## src/design/fault_alarm_pkg.sv

```systemverilog
`default_nettype none
package fault_alarm_pkg;
    // register map, word addresses of the management space
    localparam logic [15:0] ADDR_FATAL_FAULT = 16'hb01e;
    localparam logic [15:0] ADDR_ALARM_WORD1 = 16'hb01f;
    localparam logic [15:0] ADDR_ALARM_WORD2 = 16'hb020;
    localparam logic [15:0] ADDR_IRQ_STATUS = 16'hb0f0;
    localparam logic [15:0] ADDR_IRQ_MASK = 16'hb0f1;
    localparam logic [15:0] ADDR_MODULE_STATE = 16'hb0f2;
    localparam logic [15:0] ADDR_SUPPLY_ENABLE = 16'hb0f3;
    // fault word fields
    localparam int FLT_CHECKSUM = 1;
    localparam int FLT_SUPPLY = 5;
    localparam int FLT_INIT = 6;
    localparam logic [15:0] FAULT_USED_MASK = 16'h0062;
    // alarm word 1 field bases (high alarm, high warn, low warn, low alarm)
    localparam int AW1_TEMP_LSB = 8;
    localparam int AW1_SUPPLY_LSB = 4;
    localparam int AW1_AMP_LSB = 0;
    // alarm word 2 field base
    localparam int AW2_AUX1_LSB = 4;
    localparam logic [15:0] AW1_USED_MASK = 16'h0fff;
    localparam logic [15:0] AW2_USED_MASK = 16'h00f0;
    // reset values
    localparam logic [15:0] WORD_RESET = 16'h0000;
    localparam logic [2:0] IRQ_MASK_RESET = 3'h0;
    localparam logic SUPPLY_ENABLE_RESET = 1'b1;
    // interrupt status bits, then the supply fault input width
    localparam int IRQ_FAULT = 0;
    localparam int IRQ_ALARM1 = 1;
    localparam int IRQ_ALARM2 = 2;
    localparam int SUPPLY_FAULT_W = 8;
    // module state encoding, only the fault state matters here
    typedef enum logic [1:0]
    {
        MOD_NORMAL = 2'b00,
        MOD_FAULT = 2'b01
    } module_state_t;
endpackage
`default_nettype wire

```

## src/design/module_fault_alarm_status_regs.sv

```systemverilog
`timescale 1ns/1ps
`default_nettype none
//////////////////////////////////////////////////////////////////////////////
// Behaviour
// - fault bit 6 set when programmable logic or config memory init fails.
// - fault bit 5 is OR of supply faults, plus enabled supply alarm bits.
// - word1 bits 11..8 are temperature high alarm, high warn, low warn, low alarm.
// - word1 bits 7..4 are primary supply high alarm, high warn, low warn, low alarm.
// - word1 bits 3..0 are amplifier bias high alarm, high warn, low warn, low alarm.
// - word2 bits 7..4 are auxiliary channel 1 high/low alarm and warning flags.
// - any fault bit set forces the module state into fault state.
module module_fault_alarm_status_regs
    import fault_alarm_pkg::*;
(
    // clock and reset
    input wire logic sys_clk,
    input wire logic rst_n,
    // register port
    input wire logic [15:0] regAddr,
    input wire logic [15:0] regWrData,
    input wire logic regWrStb,
    input wire logic regRdStb,
    output logic [15:0] regRdData,
    // monitor inputs, asynchronous levels
    input wire logic initFail,
    input wire logic checksumFail,
    input wire logic [SUPPLY_FAULT_W-1:0] supplyFault,
    input wire logic [3:0] tempFlags,
    input wire logic [3:0] supplyFlags,
    input wire logic [3:0] ampFlags,
    input wire logic [3:0] aux1Flags,
    // status outputs
    output logic [1:0] moduleState,
    output logic irq
);
    localparam int SYNC_W = 18 + SUPPLY_FAULT_W;

    typedef struct packed
    {
        logic [15:0] fault;
        logic [15:0] word1;
        logic [15:0] word2;
        logic supplyAlarmEn;
        module_state_t state;
        logic [15:0] rdData;
    } regs_state_t;

    regs_state_t st_q;
    regs_state_t st_d;
    logic [SYNC_W-1:0] asyncFlags;
    logic [SYNC_W-1:0] syncFlags;
    logic [2:0] irqEvents;
    logic [2:0] irqStatus;
    logic [2:0] irqMask;
    logic irqClr;
    logic irqMaskWr;
    logic sInit;
    logic sChecksum;
    logic [SUPPLY_FAULT_W-1:0] sSupply;
    logic [3:0] sTemp;
    logic [3:0] sSupplyAl;
    logic [3:0] sAmp;
    logic [3:0] sAux1;

    //////////////////////////////////////////////////////////////////////////
    // pack the monitor levels in the order they are unpacked after the stages
    assign asyncFlags = {
        initFail,
        checksumFail,
        supplyFault,
        tempFlags,
        supplyFlags,
        ampFlags,
        aux1Flags
    };

    // monitor flags come from other clock domains, synchronise them all
    sync_word #(.WIDTH(SYNC_W)) u_sync (
        .sysClk(sys_clk),
        .rstN(rst_n),
        .asyncIn(asyncFlags),
        .syncOut(syncFlags)
    );

    assign {sInit, sChecksum, sSupply, sTemp, sSupplyAl, sAmp, sAux1} = syncFlags;

    //////////////////////////////////////////////////////////////////////////
    // read decode shared by the read mux
    function automatic logic [15:0] read_word(input logic [15:0] addr,
                                              input regs_state_t s,
                                              input logic [2:0] ist,
                                              input logic [2:0] imk);
        logic [15:0] r;
        r = 16'h0000;
        if (addr == ADDR_FATAL_FAULT)
        begin
            r = s.fault & FAULT_USED_MASK;
        end
        else if (addr == ADDR_ALARM_WORD1)
        begin
            r = s.word1 & AW1_USED_MASK;
        end
        else if (addr == ADDR_ALARM_WORD2)
        begin
            r = s.word2 & AW2_USED_MASK;
        end
        else if (addr == ADDR_IRQ_STATUS)
        begin
            r = {13'h0000, ist};
        end
        else if (addr == ADDR_IRQ_MASK)
        begin
            r = {13'h0000, imk};
        end
        else if (addr == ADDR_MODULE_STATE)
        begin
            r = {14'h0000, s.state};
        end
        else if (addr == ADDR_SUPPLY_ENABLE)
        begin
            r = {15'h0000, s.supplyAlarmEn};
        end
        return r;
    endfunction

    //////////////////////////////////////////////////////////////////////////
    // write decode, shared by the control and interrupt registers
    function automatic logic write_hit(input logic stb,
                                       input logic [15:0] addr,
                                       input logic [15:0] target);
        return stb && addr == target;
    endfunction

    //////////////////////////////////////////////////////////////////////////
    // status words track the monitors; only interrupt and control are writable
    // words are live, not latched: a blip between two reads is kept only by
    // the sticky interrupt status, which is why every rising bit is an event
    always_comb
    begin
        st_d = st_q;
        st_d.word1 = WORD_RESET;
        st_d.word1[AW1_TEMP_LSB +: 4] = sTemp;
        st_d.word1[AW1_SUPPLY_LSB +: 4] = sSupplyAl;
        st_d.word1[AW1_AMP_LSB +: 4] = sAmp;
        st_d.word2 = WORD_RESET;
        st_d.word2[AW2_AUX1_LSB +: 4] = sAux1;
        st_d.fault = WORD_RESET;
        st_d.fault[FLT_INIT] = sInit;
        st_d.fault[FLT_CHECKSUM] = sChecksum;
        st_d.fault[FLT_SUPPLY] = (|sSupply) | (st_q.supplyAlarmEn & (|sSupplyAl));
        // fault state follows the registered fault word
        st_d.state = (|st_q.fault) ? MOD_FAULT : MOD_NORMAL;
        if (write_hit(regWrStb, regAddr, ADDR_SUPPLY_ENABLE))
        begin
            st_d.supplyAlarmEn = regWrData[0];
        end
        // writes to status word addresses fall through untouched
        st_d.rdData = regRdStb ? read_word(regAddr, st_q, irqStatus, irqMask) : 16'h0000;
    end

    always_ff @(posedge sys_clk)
    begin
        if (!rst_n)
        begin
            st_q.fault <= WORD_RESET;
            st_q.word1 <= WORD_RESET;
            st_q.word2 <= WORD_RESET;
            st_q.supplyAlarmEn <= SUPPLY_ENABLE_RESET;
            st_q.state <= MOD_NORMAL;
            st_q.rdData <= WORD_RESET;
        end
        else
        begin
            st_q <= st_d;
        end
    end

    //////////////////////////////////////////////////////////////////////////
    // rising edges of any word raising a bit become interrupt events
    assign irqEvents[IRQ_FAULT] = |(st_d.fault & ~st_q.fault);
    assign irqEvents[IRQ_ALARM1] = |(st_d.word1 & ~st_q.word1);
    assign irqEvents[IRQ_ALARM2] = |(st_d.word2 & ~st_q.word2);
    assign irqClr = write_hit(regWrStb, regAddr, ADDR_IRQ_STATUS);
    assign irqMaskWr = write_hit(regWrStb, regAddr, ADDR_IRQ_MASK);

    sticky_irq #(.WIDTH(3)) u_irq (
        .sysClk(sys_clk),
        .rstN(rst_n),
        .eventPulse(irqEvents),
        .clearStrobe(irqClr),
        .clearBits(regWrData[2:0]),
        .maskStrobe(irqMaskWr),
        .maskBits(regWrData[2:0]),
        .statusBits(irqStatus),
        .maskValue(irqMask),
        .irqOut(irq)
    );

    assign regRdData = st_q.rdData;
    assign moduleState = st_q.state;

    //////////////////////////////////////////////////////////////////////////
    // checks on the fault word
    // a failed logic load must show in the fault word one edge later
    a_init_fault: assert property (@(posedge sys_clk) disable iff (!rst_n)
        $rose(sInit) |=> st_q.fault[FLT_INIT])
        else $error("init fault bit not set");
    // the bit is live, so it drops again with its monitor
    a_init_clear: assert property (@(posedge sys_clk) disable iff (!rst_n)
        $fell(sInit) |=> !st_q.fault[FLT_INIT])
        else $error("init fault bit stuck after its monitor cleared");
    // supply bit is the OR of every supply fault and the enabled alarms
    a_supply_or: assert property (@(posedge sys_clk) disable iff (!rst_n)
        st_q.fault[FLT_SUPPLY] == $past((|sSupply) | (st_q.supplyAlarmEn & (|sSupplyAl))))
        else $error("supply fault bit is not the OR of its sources");
    // with the alarm path off, only a real supply fault may raise the bit
    a_supply_gate: assert property (@(posedge sys_clk) disable iff (!rst_n)
        !st_q.supplyAlarmEn && !(|sSupply) |=> !st_q.fault[FLT_SUPPLY])
        else $error("supply fault raised by a gated alarm");
    // the enable takes the written bit on the next edge
    a_supply_en_write: assert property (@(posedge sys_clk) disable iff (!rst_n)
        write_hit(regWrStb, regAddr, ADDR_SUPPLY_ENABLE) |=>
        st_q.supplyAlarmEn == $past(regWrData[0]))
        else $error("supply alarm enable not written");
    // a failed checksum is fatal as well
    a_checksum_fault: assert property (@(posedge sys_clk) disable iff (!rst_n)
        $rose(sChecksum) |=> st_q.fault[FLT_CHECKSUM])
        else $error("checksum fault bit not set");
    // reserved fault bits never reach the bus
    a_fault_reserved: assert property (@(posedge sys_clk) disable iff (!rst_n)
        regRdStb && regAddr == ADDR_FATAL_FAULT |=>
        (regRdData & ~FAULT_USED_MASK) == 16'h0000)
        else $error("reserved fault bits read non-zero");
    // host writes must leave the fault word alone while its sources hold
    a_ro_fault: assert property (@(posedge sys_clk) disable iff (!rst_n)
        regWrStb && regAddr == ADDR_FATAL_FAULT && $stable(syncFlags) &&
        $stable(st_q.supplyAlarmEn) |=> $stable(st_q.fault))
        else $error("write changed fault word");

    //////////////////////////////////////////////////////////////////////////
    // checks on the module state
    // any fault bit forces the fault state one edge later
    a_fault_state: assert property (@(posedge sys_clk) disable iff (!rst_n)
        (|st_q.fault) |=> moduleState == MOD_FAULT)
        else $error("fault word set but state not fault");
    // a clean fault word lets the state fall back to normal
    a_state_normal: assert property (@(posedge sys_clk) disable iff (!rst_n)
        !(|st_q.fault) |=> moduleState == MOD_NORMAL)
        else $error("state held in fault with a clean fault word");

    //////////////////////////////////////////////////////////////////////////
    // checks on the alarm words
    // each group lands in its own nibble one edge after synchronisation
    a_temp_flags: assert property (@(posedge sys_clk) disable iff (!rst_n)
        ##1 st_q.word1[11:8] == $past(sTemp))
        else $error("temperature flags misplaced");
    a_supply_flags: assert property (@(posedge sys_clk) disable iff (!rst_n)
        ##1 st_q.word1[7:4] == $past(sSupplyAl))
        else $error("supply alarm flags misplaced");
    a_amp_flags: assert property (@(posedge sys_clk) disable iff (!rst_n)
        ##1 st_q.word1[3:0] == $past(sAmp))
        else $error("amplifier flags misplaced");
    a_aux_flags: assert property (@(posedge sys_clk) disable iff (!rst_n)
        ##1 st_q.word2[7:4] == $past(sAux1))
        else $error("aux channel flags misplaced");
    // a word1 read returns the word of the strobe cycle, top nibble zero
    a_read_word1: assert property (@(posedge sys_clk) disable iff (!rst_n)
        regRdStb && regAddr == ADDR_ALARM_WORD1 |=>
        regRdData == {4'h0, $past(st_q.word1[11:0])})
        else $error("word1 read does not match the word");
    // reserved bits of word2 read zero
    a_reserved_zero: assert property (@(posedge sys_clk) disable iff (!rst_n)
        regRdStb && regAddr == ADDR_ALARM_WORD2 |=> regRdData[15:8] == 8'h00 &&
        regRdData[3:0] == 4'h0)
        else $error("reserved bits read non-zero");
    // the alarm words ignore host writes as long as the monitors hold
    a_ro_word1: assert property (@(posedge sys_clk) disable iff (!rst_n)
        regWrStb && regAddr == ADDR_ALARM_WORD1 && $stable(syncFlags) |=> $stable(st_q.word1))
        else $error("write changed alarm word 1");
    a_ro_word2: assert property (@(posedge sys_clk) disable iff (!rst_n)
        regWrStb && regAddr == ADDR_ALARM_WORD2 && $stable(syncFlags) |=> $stable(st_q.word2))
        else $error("write changed alarm word 2");

    //////////////////////////////////////////////////////////////////////////
    // checks on the register port and interrupt events
    // read data stand one cycle only, zero at every other time
    a_rd_idle: assert property (@(posedge sys_clk) disable iff (!rst_n)
        !regRdStb |=> regRdData == 16'h0000)
        else $error("read data outside the answer cycle");
    // a rising fault bit must reach the sticky status, even against a clear
    a_fault_event: assert property (@(posedge sys_clk) disable iff (!rst_n)
        (|(st_d.fault & ~st_q.fault)) |=> irqStatus[IRQ_FAULT])
        else $error("fault event lost");
    // a rising word1 bit must reach its sticky status bit
    a_alarm_event: assert property (@(posedge sys_clk) disable iff (!rst_n)
        (|(st_d.word1 & ~st_q.word1)) |=> irqStatus[IRQ_ALARM1])
        else $error("alarm word 1 event lost");
    // the mask takes the written bits on the next edge
    a_mask_write: assert property (@(posedge sys_clk) disable iff (!rst_n)
        irqMaskWr |=> irqMask == $past(regWrData[2:0]))
        else $error("interrupt mask not written");

    //////////////////////////////////////////////////////////////////////////
    // main scenarios
    c_fault_seen: cover property (@(posedge sys_clk) disable iff (!rst_n)
        moduleState == MOD_FAULT);
    c_irq_raised: cover property (@(posedge sys_clk) disable iff (!rst_n) $rose(irq));
    c_read_word1: cover property (@(posedge sys_clk) disable iff (!rst_n)
        regRdStb && regAddr == ADDR_ALARM_WORD1 ##1 regRdData != 16'h0000);
    c_supply_gated: cover property (@(posedge sys_clk) disable iff (!rst_n)
        !st_q.supplyAlarmEn && (|sSupplyAl));
    c_irq_cleared: cover property (@(posedge sys_clk) disable iff (!rst_n)
        irqClr && (|irqStatus));
endmodule
`default_nettype wire

```

## src/design/sticky_irq.sv

```systemverilog
`timescale 1ns/1ps
`default_nettype none
// sticky event bits, write-one-to-clear, masked onto one level output
module sticky_irq
    import fault_alarm_pkg::*;
#(
    parameter int WIDTH = 3
)
(
    // clock and reset
    input wire logic sysClk,
    input wire logic rstN,
    // events and software access
    input wire logic [WIDTH-1:0] eventPulse,
    input wire logic clearStrobe,
    input wire logic [WIDTH-1:0] clearBits,
    input wire logic maskStrobe,
    input wire logic [WIDTH-1:0] maskBits,
    // state
    output logic [WIDTH-1:0] statusBits,
    output logic [WIDTH-1:0] maskValue,
    output logic irqOut
);
    typedef struct packed
    {
        logic [WIDTH-1:0] status;
        logic [WIDTH-1:0] mask;
    } irq_state_t;

    irq_state_t state_q;
    irq_state_t state_d;

    // set wins over a clear in the same cycle so no event is lost
    always_comb
    begin
        state_d = state_q;
        if (clearStrobe)
        begin
            state_d.status = state_q.status & ~clearBits;
        end
        state_d.status = state_d.status | eventPulse;
        if (maskStrobe)
        begin
            state_d.mask = maskBits;
        end
    end

    always_ff @(posedge sysClk)
    begin
        if (!rstN)
        begin
            state_q.status <= '0;
            state_q.mask <= IRQ_MASK_RESET;
        end
        else
        begin
            state_q <= state_d;
        end
    end

    assign statusBits = state_q.status;
    assign maskValue = state_q.mask;
    assign irqOut = |(state_q.status & state_q.mask);

    // an unmasked event must raise the output one edge later
    a_irq_level: assert property (@(posedge sysClk) disable iff (!rstN)
        (|(eventPulse & maskValue)) && !maskStrobe |=> irqOut)
        else $error("unmasked event did not raise irq");
    // every event bit lands, even against a clear of the same bit
    a_set_wins: assert property (@(posedge sysClk) disable iff (!rstN)
        (|eventPulse) |=> (statusBits & $past(eventPulse)) == $past(eventPulse))
        else $error("event lost against clear");
    // a clear with no event empties the bits written as one
    a_clear_w1c: assert property (@(posedge sysClk) disable iff (!rstN)
        clearStrobe && !(|eventPulse) |=> (statusBits & $past(clearBits)) == '0)
        else $error("cleared status bit still set");
endmodule
`default_nettype wire

```

## src/design/sync_word.sv

```systemverilog
`timescale 1ns/1ps
`default_nettype none
// two flip-flop synchroniser for a bus of independent level flags
module sync_word
    import fault_alarm_pkg::*;
#(
    parameter int WIDTH = 16
)
(
    // clock and reset
    input wire logic sysClk,
    input wire logic rstN,
    // flags
    input wire logic [WIDTH-1:0] asyncIn,
    output logic [WIDTH-1:0] syncOut
);
    typedef struct packed
    {
        logic [WIDTH-1:0] meta;
        logic [WIDTH-1:0] stable;
    } sync_state_t;

    sync_state_t state_q;
    sync_state_t state_d;

    // first stage is read only by the second
    always_comb
    begin
        state_d.meta = asyncIn;
        state_d.stable = state_q.meta;
    end

    always_ff @(posedge sysClk)
    begin
        if (!rstN)
        begin
            state_q <= '0;
        end
        else
        begin
            state_q <= state_d;
        end
    end

    assign syncOut = state_q.stable;
endmodule
`default_nettype wire

```

## config.mk

```make
export PLATFORM = sky130hd
export DESIGN_NAME = module_fault_alarm_status_regs
export DESIGN_NICKNAME = d
export VERILOG_FILES = /design/src/design/fault_alarm_pkg.sv /design/src/design/module_fault_alarm_status_regs.sv /design/src/design/sticky_irq.sv /design/src/design/sync_word.sv
export SDC_FILE = /design/constraint.sdc
export NUM_CORES = 1
export LEC_CHECK = 0
export BUFFER_PORTS_ARGS = -buffer_cell sky130_fd_sc_hd__buf_2
export CAP_MARGIN = 20
export CORE_MARGIN = 2
export CORE_UTILIZATION = 52
export DETAILED_ROUTE_END_ITERATION = 8
export HOLD_SLACK_MARGIN = 0.03
export PLACE_DENSITY = 0.89
export SLEW_MARGIN = 20
export SYNTH_ARGS = -nofsm -noshare
export SYNTH_HDL_FRONTEND = slang
export SYNTH_HIERARCHICAL = 1
export SYNTH_SLANG_ARGS = --single-unit
```

## constraint.sdc

```tcl
create_clock -name sys_clk -period 2.06 [get_ports sys_clk]
set_clock_uncertainty 0.15 [all_clocks]
set_input_delay 0.206 -clock sys_clk [delete_from_list [all_inputs] [get_ports sys_clk]]
set_output_delay 0.206 -clock sys_clk [all_outputs]
set_load 0.01 [all_outputs]
```

# Yosys cells after proc, flatten, opt, wreduce, memory -nomap -nowiden
# Index checks and enable logic that the tools add are counted.
[totals] regBits=125 word_cells=58
[op_classes] n_eq_ne=7 n_mux=9 bitwise=14 n_reduce_logical=13
[ops] cell="16-bit == test (second input constant)" n=7
[ops] cell="16-bit OR reduction" n=4
[ops] cell="16-bit inverter" n=3
[ops] cell="12-bit by 16-bit bitwise AND with 16-bit output" n=1
[ops] cell="7-bit by 16-bit bitwise AND with 16-bit output" n=1
[ops] cell="8-bit by 16-bit bitwise AND with 16-bit output" n=1
[ops] cell="16-bit 2-to-1 mux" n=1
[ops] cell="8-bit OR reduction" n=2
[ops] cell="12-bit 2-to-1 mux" n=1
[ops] cell="3-bit 2-to-1 mux" n=3
[ops] cell="8-bit 2-to-1 mux" n=1
[ops] cell="3-bit bitwise AND" n=2
[ops] cell="3-bit OR reduction" n=2
[ops] cell="4-bit OR reduction" n=1
[ops] cell="1-bit logical AND" n=3
[ops] cell="3-bit inverter" n=1
[ops] cell="3-bit bitwise OR" n=1
[ops] cell="1-bit 2-to-1 mux" n=2
[ops] cell="2-bit 2-to-1 mux" n=1
[ops] cell="1-bit inverter" n=2
[ops] cell="2-bit AND reduction" n=1
[ops] cell="1-bit bitwise AND" n=1
[ops] cell="1-bit bitwise OR" n=1

# Logic depth before layout (Yosys ltp)
# Gate-level depths: netlist (run 1).
[depth] ltp_word=8 ltp_mapped=6

# Modules after synthesis
# The synthesis (run 1) kept the hierarchy.
[modules_own_cells] module="module_fault_alarm_status_regs" seq_area_each_um2=660.6 cells_per_inst=163 instances=1 area_each_um2=1480.2
[modules_own_cells] module="sync_word" seq_area_each_um2=1041.0 cells_per_inst=109 instances=1 area_each_um2=1456.4
[modules_own_cells] module="sticky_irq" seq_area_each_um2=120.1 cells_per_inst=23 instances=1 area_each_um2=227.7

# Least setup slack after synthesis (run 1)
# No wires, ideal clock.
[synth_path] path_kind="register -> register" from="register u_sync.state_q (netlist bit u_sync/syncOut[9])" to="register u_irq.state_q (netlist bit u_irq/statusBits[0])" setup_time_ns=0.133 path_slack_ns=0.505 path_stages_with_launch=6 t_required_ns=1.777 arrival_ns=1.272 synth_period_minus_slack_ns=1.555 path_buffers=0 cell_sequence="dfxtp_1 -> o41ai_1 -> a31oi_1 -> a221o_1 -> o21ai_0 -> a31oi_1"
[synth_via] elab_chain_cells=6
[synth_lines] element="start, declared" line_no="sync_word.sv:23" text="sync_state_t state_q;"
[synth_lines] element="start signal, assigned" line_no="sync_word.sv:41" text="state_q <= state_d;"
[synth_lines] element="4-bit OR reduction" line_no="module_fault_alarm_status_regs.sv:150" text="st_d.fault[FLT_SUPPLY] = (|sSupply) | (st_q.supplyAlarmEn & (|sSupplyAl));"
[synth_lines] element="1-bit bitwise AND" line_no="module_fault_alarm_status_regs.sv:150"
[synth_lines] element="1-bit bitwise OR" line_no="module_fault_alarm_status_regs.sv:150"
[synth_lines] element="7-bit by 16-bit bitwise AND with 16-bit output" line_no="module_fault_alarm_status_regs.sv:180" text="assign irqEvents[IRQ_FAULT] = |(st_d.fault & ~st_q.fault);"
[synth_lines] element="16-bit OR reduction" line_no="module_fault_alarm_status_regs.sv:180"
[synth_lines] element="via irqEvents[0]" line_no="module_fault_alarm_status_regs.sv:52" text="logic [2:0] irqEvents;"
[synth_lines] element="3-bit bitwise OR" line_no="sticky_irq.sv:41" text="state_d.status = state_d.status | eventPulse;"
[synth_lines] element="end signal, assigned" line_no="sticky_irq.sv:57" text="state_q <= state_d;"
[synth_lines] element="end, declared" line_no="sticky_irq.sv:30" text="irq_state_t state_q;"
# The timed path passes the listed nets, and every way through them passes these cells.
# A chain may end at the register's enable or synchronous reset.

# Worst setup path in the final report (run 1)
# Same ends and word-level chain as after synthesis.

==> impl_metrics.json, run 1 <==
{
  "p_per_area_nw_per_um2": 831,
  "hold_path.class": "primary input to flop",
  "drt_iter0_markers": 118,
  "grt_first_pass_wirelength_um": 9060,
  "die_h_um": 82.0,
  "worstPathRequired_ps": 2140,
  "drc": 0,
  "async_reset_ff_share_pct": 0,
  "p_seq_share_pct": 56.9,
  "place_congestion": 0.804,
  "final_cell_mix": "dfxtp_1, buf_2, and2_2",
  "p_leak_nw": 1.69,
  "place_area_um2": 3410,
  "ant_nets": 0,
  "final_cell_area_um2": 3910,
  "cts.sinks": 91,
  "critical_path_arrival_ps": 1840,
  "area_growth_pct": 23.5,
  "cap_violations": 0,
  "rsz0062_at_grt": "false",
  "post-place-ws_ps": 85.8,
  "initial_core_util_pct": 53.8,
  "synth_seq_cells": 91,
  "power_frac_clock_pct": 35.7,
  "wl_per_cell_um": 12.6,
  "vdd.ir_drop.worst_uv": 500,
  "dp_hpwl_um": 3870,
  "port_buffers": 62,
  "comb_power_share_pct": 7.4,
  "post_cts_buffers": 0,
  "fin_crit_ps": 1770,
  "diodes": 0,
  "slew_viol_final": 0,
  "fin_nets": 439,
  "core_area_um2": 5890,
  "hold_viol_final": 0,
  "status": "finished, final reports clean",
  "antenna_found_initial": 0,
  "synth_top_area_share_pct": 57.6,
  "netlist_area_um2": 3160,
  "synth_cells": 295,
  "cts_max_level": 3,
  "n_fill_cell": 455,
  "ys_types": 41,
  "ys_seq_area_share_pct": 57.6,
  "fin_tns_setup_ps": 0,
  "setup_slack_ps": 293,
  "die_area_um2": 6720,
  "clkTransAtPathRegs_ps": 80,
  "synthFlopType": "dfxtp_1",
  "final_common_cell": "dfxtp_1",
  "grt_max_degree": 49,
  "finalPower_w": 0.00325,
  "synthTopCellsByArea": "dfxtp_1, and2_2, buf_4",
  "gr-total-overflow": 0,
  "ios": 81,
  "synth_edf_count": 0,
  "cts_hold_buf": 30,
  "routed-via-count": 2192,
  "clock_latency_ps": 360,
  "rows": 28,
  "p_int_w": 0.00253,
  "end_kind": "flop",
  "dr.pass1.iters": 4,
  "worstSetupPathType": "flop to flop",
  "ctsLongestPathBuffers": 2,
  "crit_fanout": 3,
  "grtUsageTotal_pct": 18.5,
  "cts_tree": "done",
  "die_w_um": 82.0,
  "max_freq_mhz": 566,
  "fin_crit_sh_pct": 85.8,
  "cts_resized": 0,
  "p_sw_share_pct": 22.2,
  "drt_wl_total_um": 5750,
  "synth_top_area_cell": "dfxtp_1",
  "cts_made_buffers": 9,
  "crit_path_start_kind": "flop",
  "drt-vias-per-instance": 4.80,
  "grt_pass1_vias": 2076,
  "avgSynthCellArea_um2": 10.7,
  "p_switching_w": 0.000721,
  "yosysWarnings": 6,
  "drive_gt1_share_pct": 35.1,
  "setup_viol": 0,
  "cts_root_buf": "clkbuf_8"
}
[power by group through the flow]
stage	registers [W]	clock network, W	logic (W)
3_5_place_dp	0.00189	0	0.000195
3_3_place_gp	0.00189	0	0.000187
2_1_floorplan	0.00188	0	0.000128
4_1_cts	0.00185	0.00118	0.000239
5_1_grt	0.00186	0.00126	0.000267
6_report	0.00185	0.00116	0.000241
[worst max-delay path, stage by stage (launching register included)]
cell and delay (ps):
dfxtp_1 330, o41ai_1 480, a31oi_1 150, a221o_1 310, o21ai_0 160, a31oi_1 70
[synthesized netlist by cell type (2+ instances only)]
master,instances
mux2i_1,5
nor4_1,3
buf_4,19
a221oi_1,3
and2_2,52
nor2_1,15
nand2_1,4
nand4_1,5
nor2b_1,3
nor4b_1,2
a22oi_1,4
a31oi_1,5
o21ai_0,8
dfxtp_1,91
nor3b_1,3
clkbuf_2,5
nand3_1,2
o22ai_1,3
and4_1,2
and2_1,16
a21oi_1,3
inv_1,23
[through the flow]
step / cells / util (%) / hold slack (ps)
after floorplan: 299 / - / 156
after global placement: 411 / 58.0 / 265
after detailed placement: 411 / 58.0 / 278
after CTS: 457 / 66.4 / 33.9
after global routing: 457 / 66.4 / 58.1
final: 457 / 66.4 / 47.2
[state kept, by name, indices dropped and copies added, names as in the netlist]
name,count
regRdData,12
moduleState,1
u_sync/state_d,26
u_irq/maskValue,3
u_irq/statusBits,3
u_sync/syncOut,26
st_q,20
[logic make-up (layout without fill, tap and decap cells)]
family | after synthesis | count (layout) | synth area share [%]
and+or+nand+nor | 114 | 114 | 24.4
DFF | 91 | 91 | 57.6
buffers and inverters | 50 | 133 | 8.42
AOI/OAI and AO/OA | 33 | 33 | 7.16
muxes | 6 | 6 | 2.29
other | 1 | 5 | 0.119
[routing by layer]
metal	share of wire (%)	vias up	track usage, %
li1	-	1115	-
met1	40	990	19.9
met2	51	78	32.5
met3	7.2	9	6.26
met4	1.7	0	8.83
met5	0	-	0
[final timing paths]
kind / from / endpoint / slack (ps) / cells after the start
setup reg to reg: u_sync/syncOut[9]$_SDFF_PN0_ / u_irq/statusBits[0]$_SDFF_PN0_ / 290 / 5
hold reg to reg: u_sync/syncOut[0]$_SDFF_PN0_ / st_q[23]$_SDFF_PN0_ / 290 / 2
setup / recovery: u_sync/syncOut[9]$_SDFF_PN0_ / u_irq/statusBits[0]$_SDFF_PN0_ / 290 / 5
hold / removal: regAddr[1] / st_q[18]$_SDFFE_PN1P_ / 50 / 3
[final cells by class]
type,count,area [um2],share of cell area [%]
Inverter,24,90.1,2.31
Clock inverter,6,65.1,1.67
Sequential cell,91,1820,46.6
Multi-Input combinational cell,158,1090,27.9
Clock buffer,10,128,3.27
Timing Repair Buffer,93,618,15.8
Tap cell,75,93.8,2.40
(Power assumes the default switching activity.)
==> inputs of run 2 (changes only) <==
Settings changed: CORE_UTILIZATION 52 to 54, CTS_BUF_LIST set to sky130_fd_sc_hd__clkbuf_4, CTS_CLUSTER_SIZE set to 16, PLACE_DENSITY 0.89 to 0.91.
==> run 2 against run 1 <==
  * Sequential power about the same
  * Final cell count rose by 0.44%
  * Sequential share of layout area down 0.50 points
  * Fmax decreased by 8.3%
  * Die area down 3.5%
  * Design area grew 1.1%
  * Worst hold slack better by 33 ps
  * Global-route usage increased by 0.23 points
==> impl_metrics.json, run 2 (same netlist as run 1, synthesis figures left out) <==
{
  "status": "finished, final reports clean",
  "grt_max_degree": 53,
  "end_kind": "flop",
  "worstHoldStart": "regRdStb",
  "grtUsageMet2_pct": 31.8,
  "p_leak_nw": 1.71,
  "fin_crit_sh_pct": 93.5,
  "clkTransAtPathRegs_ps": 130,
  "place_inst": 408,
  "drc": 0,
  "gr-usage-met1_pct": 20.7,
  "grtUsageTotal_pct": 18.8,
  "diodes": 0,
  "cap_violations": 0,
  "cts_root_buf": "clkbuf_4",
  "core_area_um2": 5570,
  "reg2reg_depth": 7,
  "ctsLongestPathBuffers": 2,
  "hold_viol_final": 0,
  "r2r-start": "u_sync/syncOut[8]$_SDFF_PN0_",
  "cts_tree": "done",
  "cts_made_buffers": 9,
  "fin_tns_setup_ps": 0,
  "top_usage_layer": "met2",
  "final_common_cell": "dfxtp_1",
  "die_w_um": 80.6,
  "post_cts_buffers": 0,
  "grt_pass1_vias": 2037,
  "ios": 81,
  "gr-total-overflow": 0,
  "fin_crit_ps": 1930,
  "rsz0062_at_grt": "false",
  "max_freq_mhz": 519,
  "drt-vias-per-instance": 4.86,
  "finalPower_w": 0.00328,
  "crit_path_start_kind": "flop",
  "place_congestion": 0.816,
  "grt_first_pass_wirelength_um": 8960,
  "rows": 27,
  "final_cell_mix": "dfxtp_1, buf_2, and2_2",
  "drt_iter0_markers": 127,
  "hold-worst-slack_ps": 80.5,
  "fin_nets": 444,
  "worstHoldPathCells": 4,
  "antenna_found_initial": 0,
  "drt_wl_total_um": 5680,
  "worstSetupPathType": "flop to flop",
  "min_to": "regRdData[5]$_SDFF_PN0_",
  "slew_viol_final": 0,
  "die_h_um": 80.6,
  "cts.sinks": 91,
  "p_per_area_nw_per_um2": 830,
  "layout.cells.non_filler": 459,
  "vdd.ir_drop.worst_uv": 561,
  "dr.pass1.iters": 4,
  "hold_path.class": "primary input to flop",
  "area_growth_pct": 24.8,
  "r2r_slack_ps": 130,
  "worstPathRequired_ps": 2230,
  "routed-via-count": 2232,
  "dp_hpwl_um": 3840,
  "wl_per_cell_um": 12.4,
  "ant_nets": 0,
  "final_core_util_pct": 70.9,
  "port_buffers": 62,
  "critical_path_arrival_ps": 2100,
  "die_area_um2": 6490,
  "grtUsageMet3_pct": 7.08,
  "clock_latency_ps": 420,
  "drive_gt1_share_pct": 34.9,
  "timing.rr.end": "u_irq/statusBits[1]$_SDFF_PN0_",
  "setup_viol": 0,
  "cts_max_level": 3,
  "crit_fanout": 2,
  "initial_core_util_pct": 56.8
}
[run 2: cell type report]
class / instances / area [um2]
clock buffers: 11 / 82.6
repair buffers: 98 / 668
clock inverters: 5 / 101
fillers: 393 / 1620
multi-input cells: 158 / 1100
inverters: 24 / 90.1
well taps: 72 / 90.1
flip-flops and latches: 91 / 1820
[run 2: where the power goes]
part	switching [W]	internal (W)	total, W
Combinational	0.000101	0.000148	0.000248
Sequential	0.0000256	0.00183	0.00185
Clock	0.000541	0.000639	0.00118
[run 2: how the worst max path moves through the flow]
stage                                       startpoint                               to  slack [ps]
after floorplan           u_sync/syncOut[9]$_SDFF_PN0_   u_irq/statusBits[0]$_SDFF_PN0_         500
after global placement                      regAddr[1]  u_irq/maskValue[2]$_SDFFE_PN0P_         220
after detailed placement                    regAddr[1]  u_irq/maskValue[0]$_SDFFE_PN0P_         150
after CTS                                   regAddr[1]   u_irq/statusBits[2]$_SDFF_PN0_         150
after global routing      u_sync/syncOut[8]$_SDFF_PN0_   u_irq/statusBits[1]$_SDFF_PN0_          40
final                     u_sync/syncOut[8]$_SDFF_PN0_   u_irq/statusBits[1]$_SDFF_PN0_         130
[run 2: metrics by stage]
stage / instance area (um2) / setup WS, ps
final: 3950 / 133
after global routing: 3950 / 40.9
after CTS: 3950 / 146
after detailed placement: 3410 / 149
after global placement: 3410 / 221
after floorplan: 3180 / 505
[run 2: repair_timing]
item / in CTS / in global routing
endpoints found under the setup margin: 0 / 2
hold buffers: 35 / 0
endpoints found under the hold margin: 33 / 0
resized for setup: 0 / 1
[run 2: critical path: stages (launching register included)]
cell           delay (ps)
dfxtp_1               330
inv_1                  70
o22ai_1                80
a221oi_1              210
nand3_1               170
o21ai_0               180
a31oi_1                60
dlygate4sd3_1         570
[run 2: per-layer routing]
| layer | up-vias | part of all wire [%] | routed length (um) |
|---|---|---|---|
| met5 | - | 0 | 0 |
| met1 | 1010 | 41 | 2330 |
| met3 | 10 | 7.4 | 423 |
| met2 | 83 | 49 | 2810 |
| li1 | 1129 | - | - |
| met4 | 0 | 2.0 | 116 |
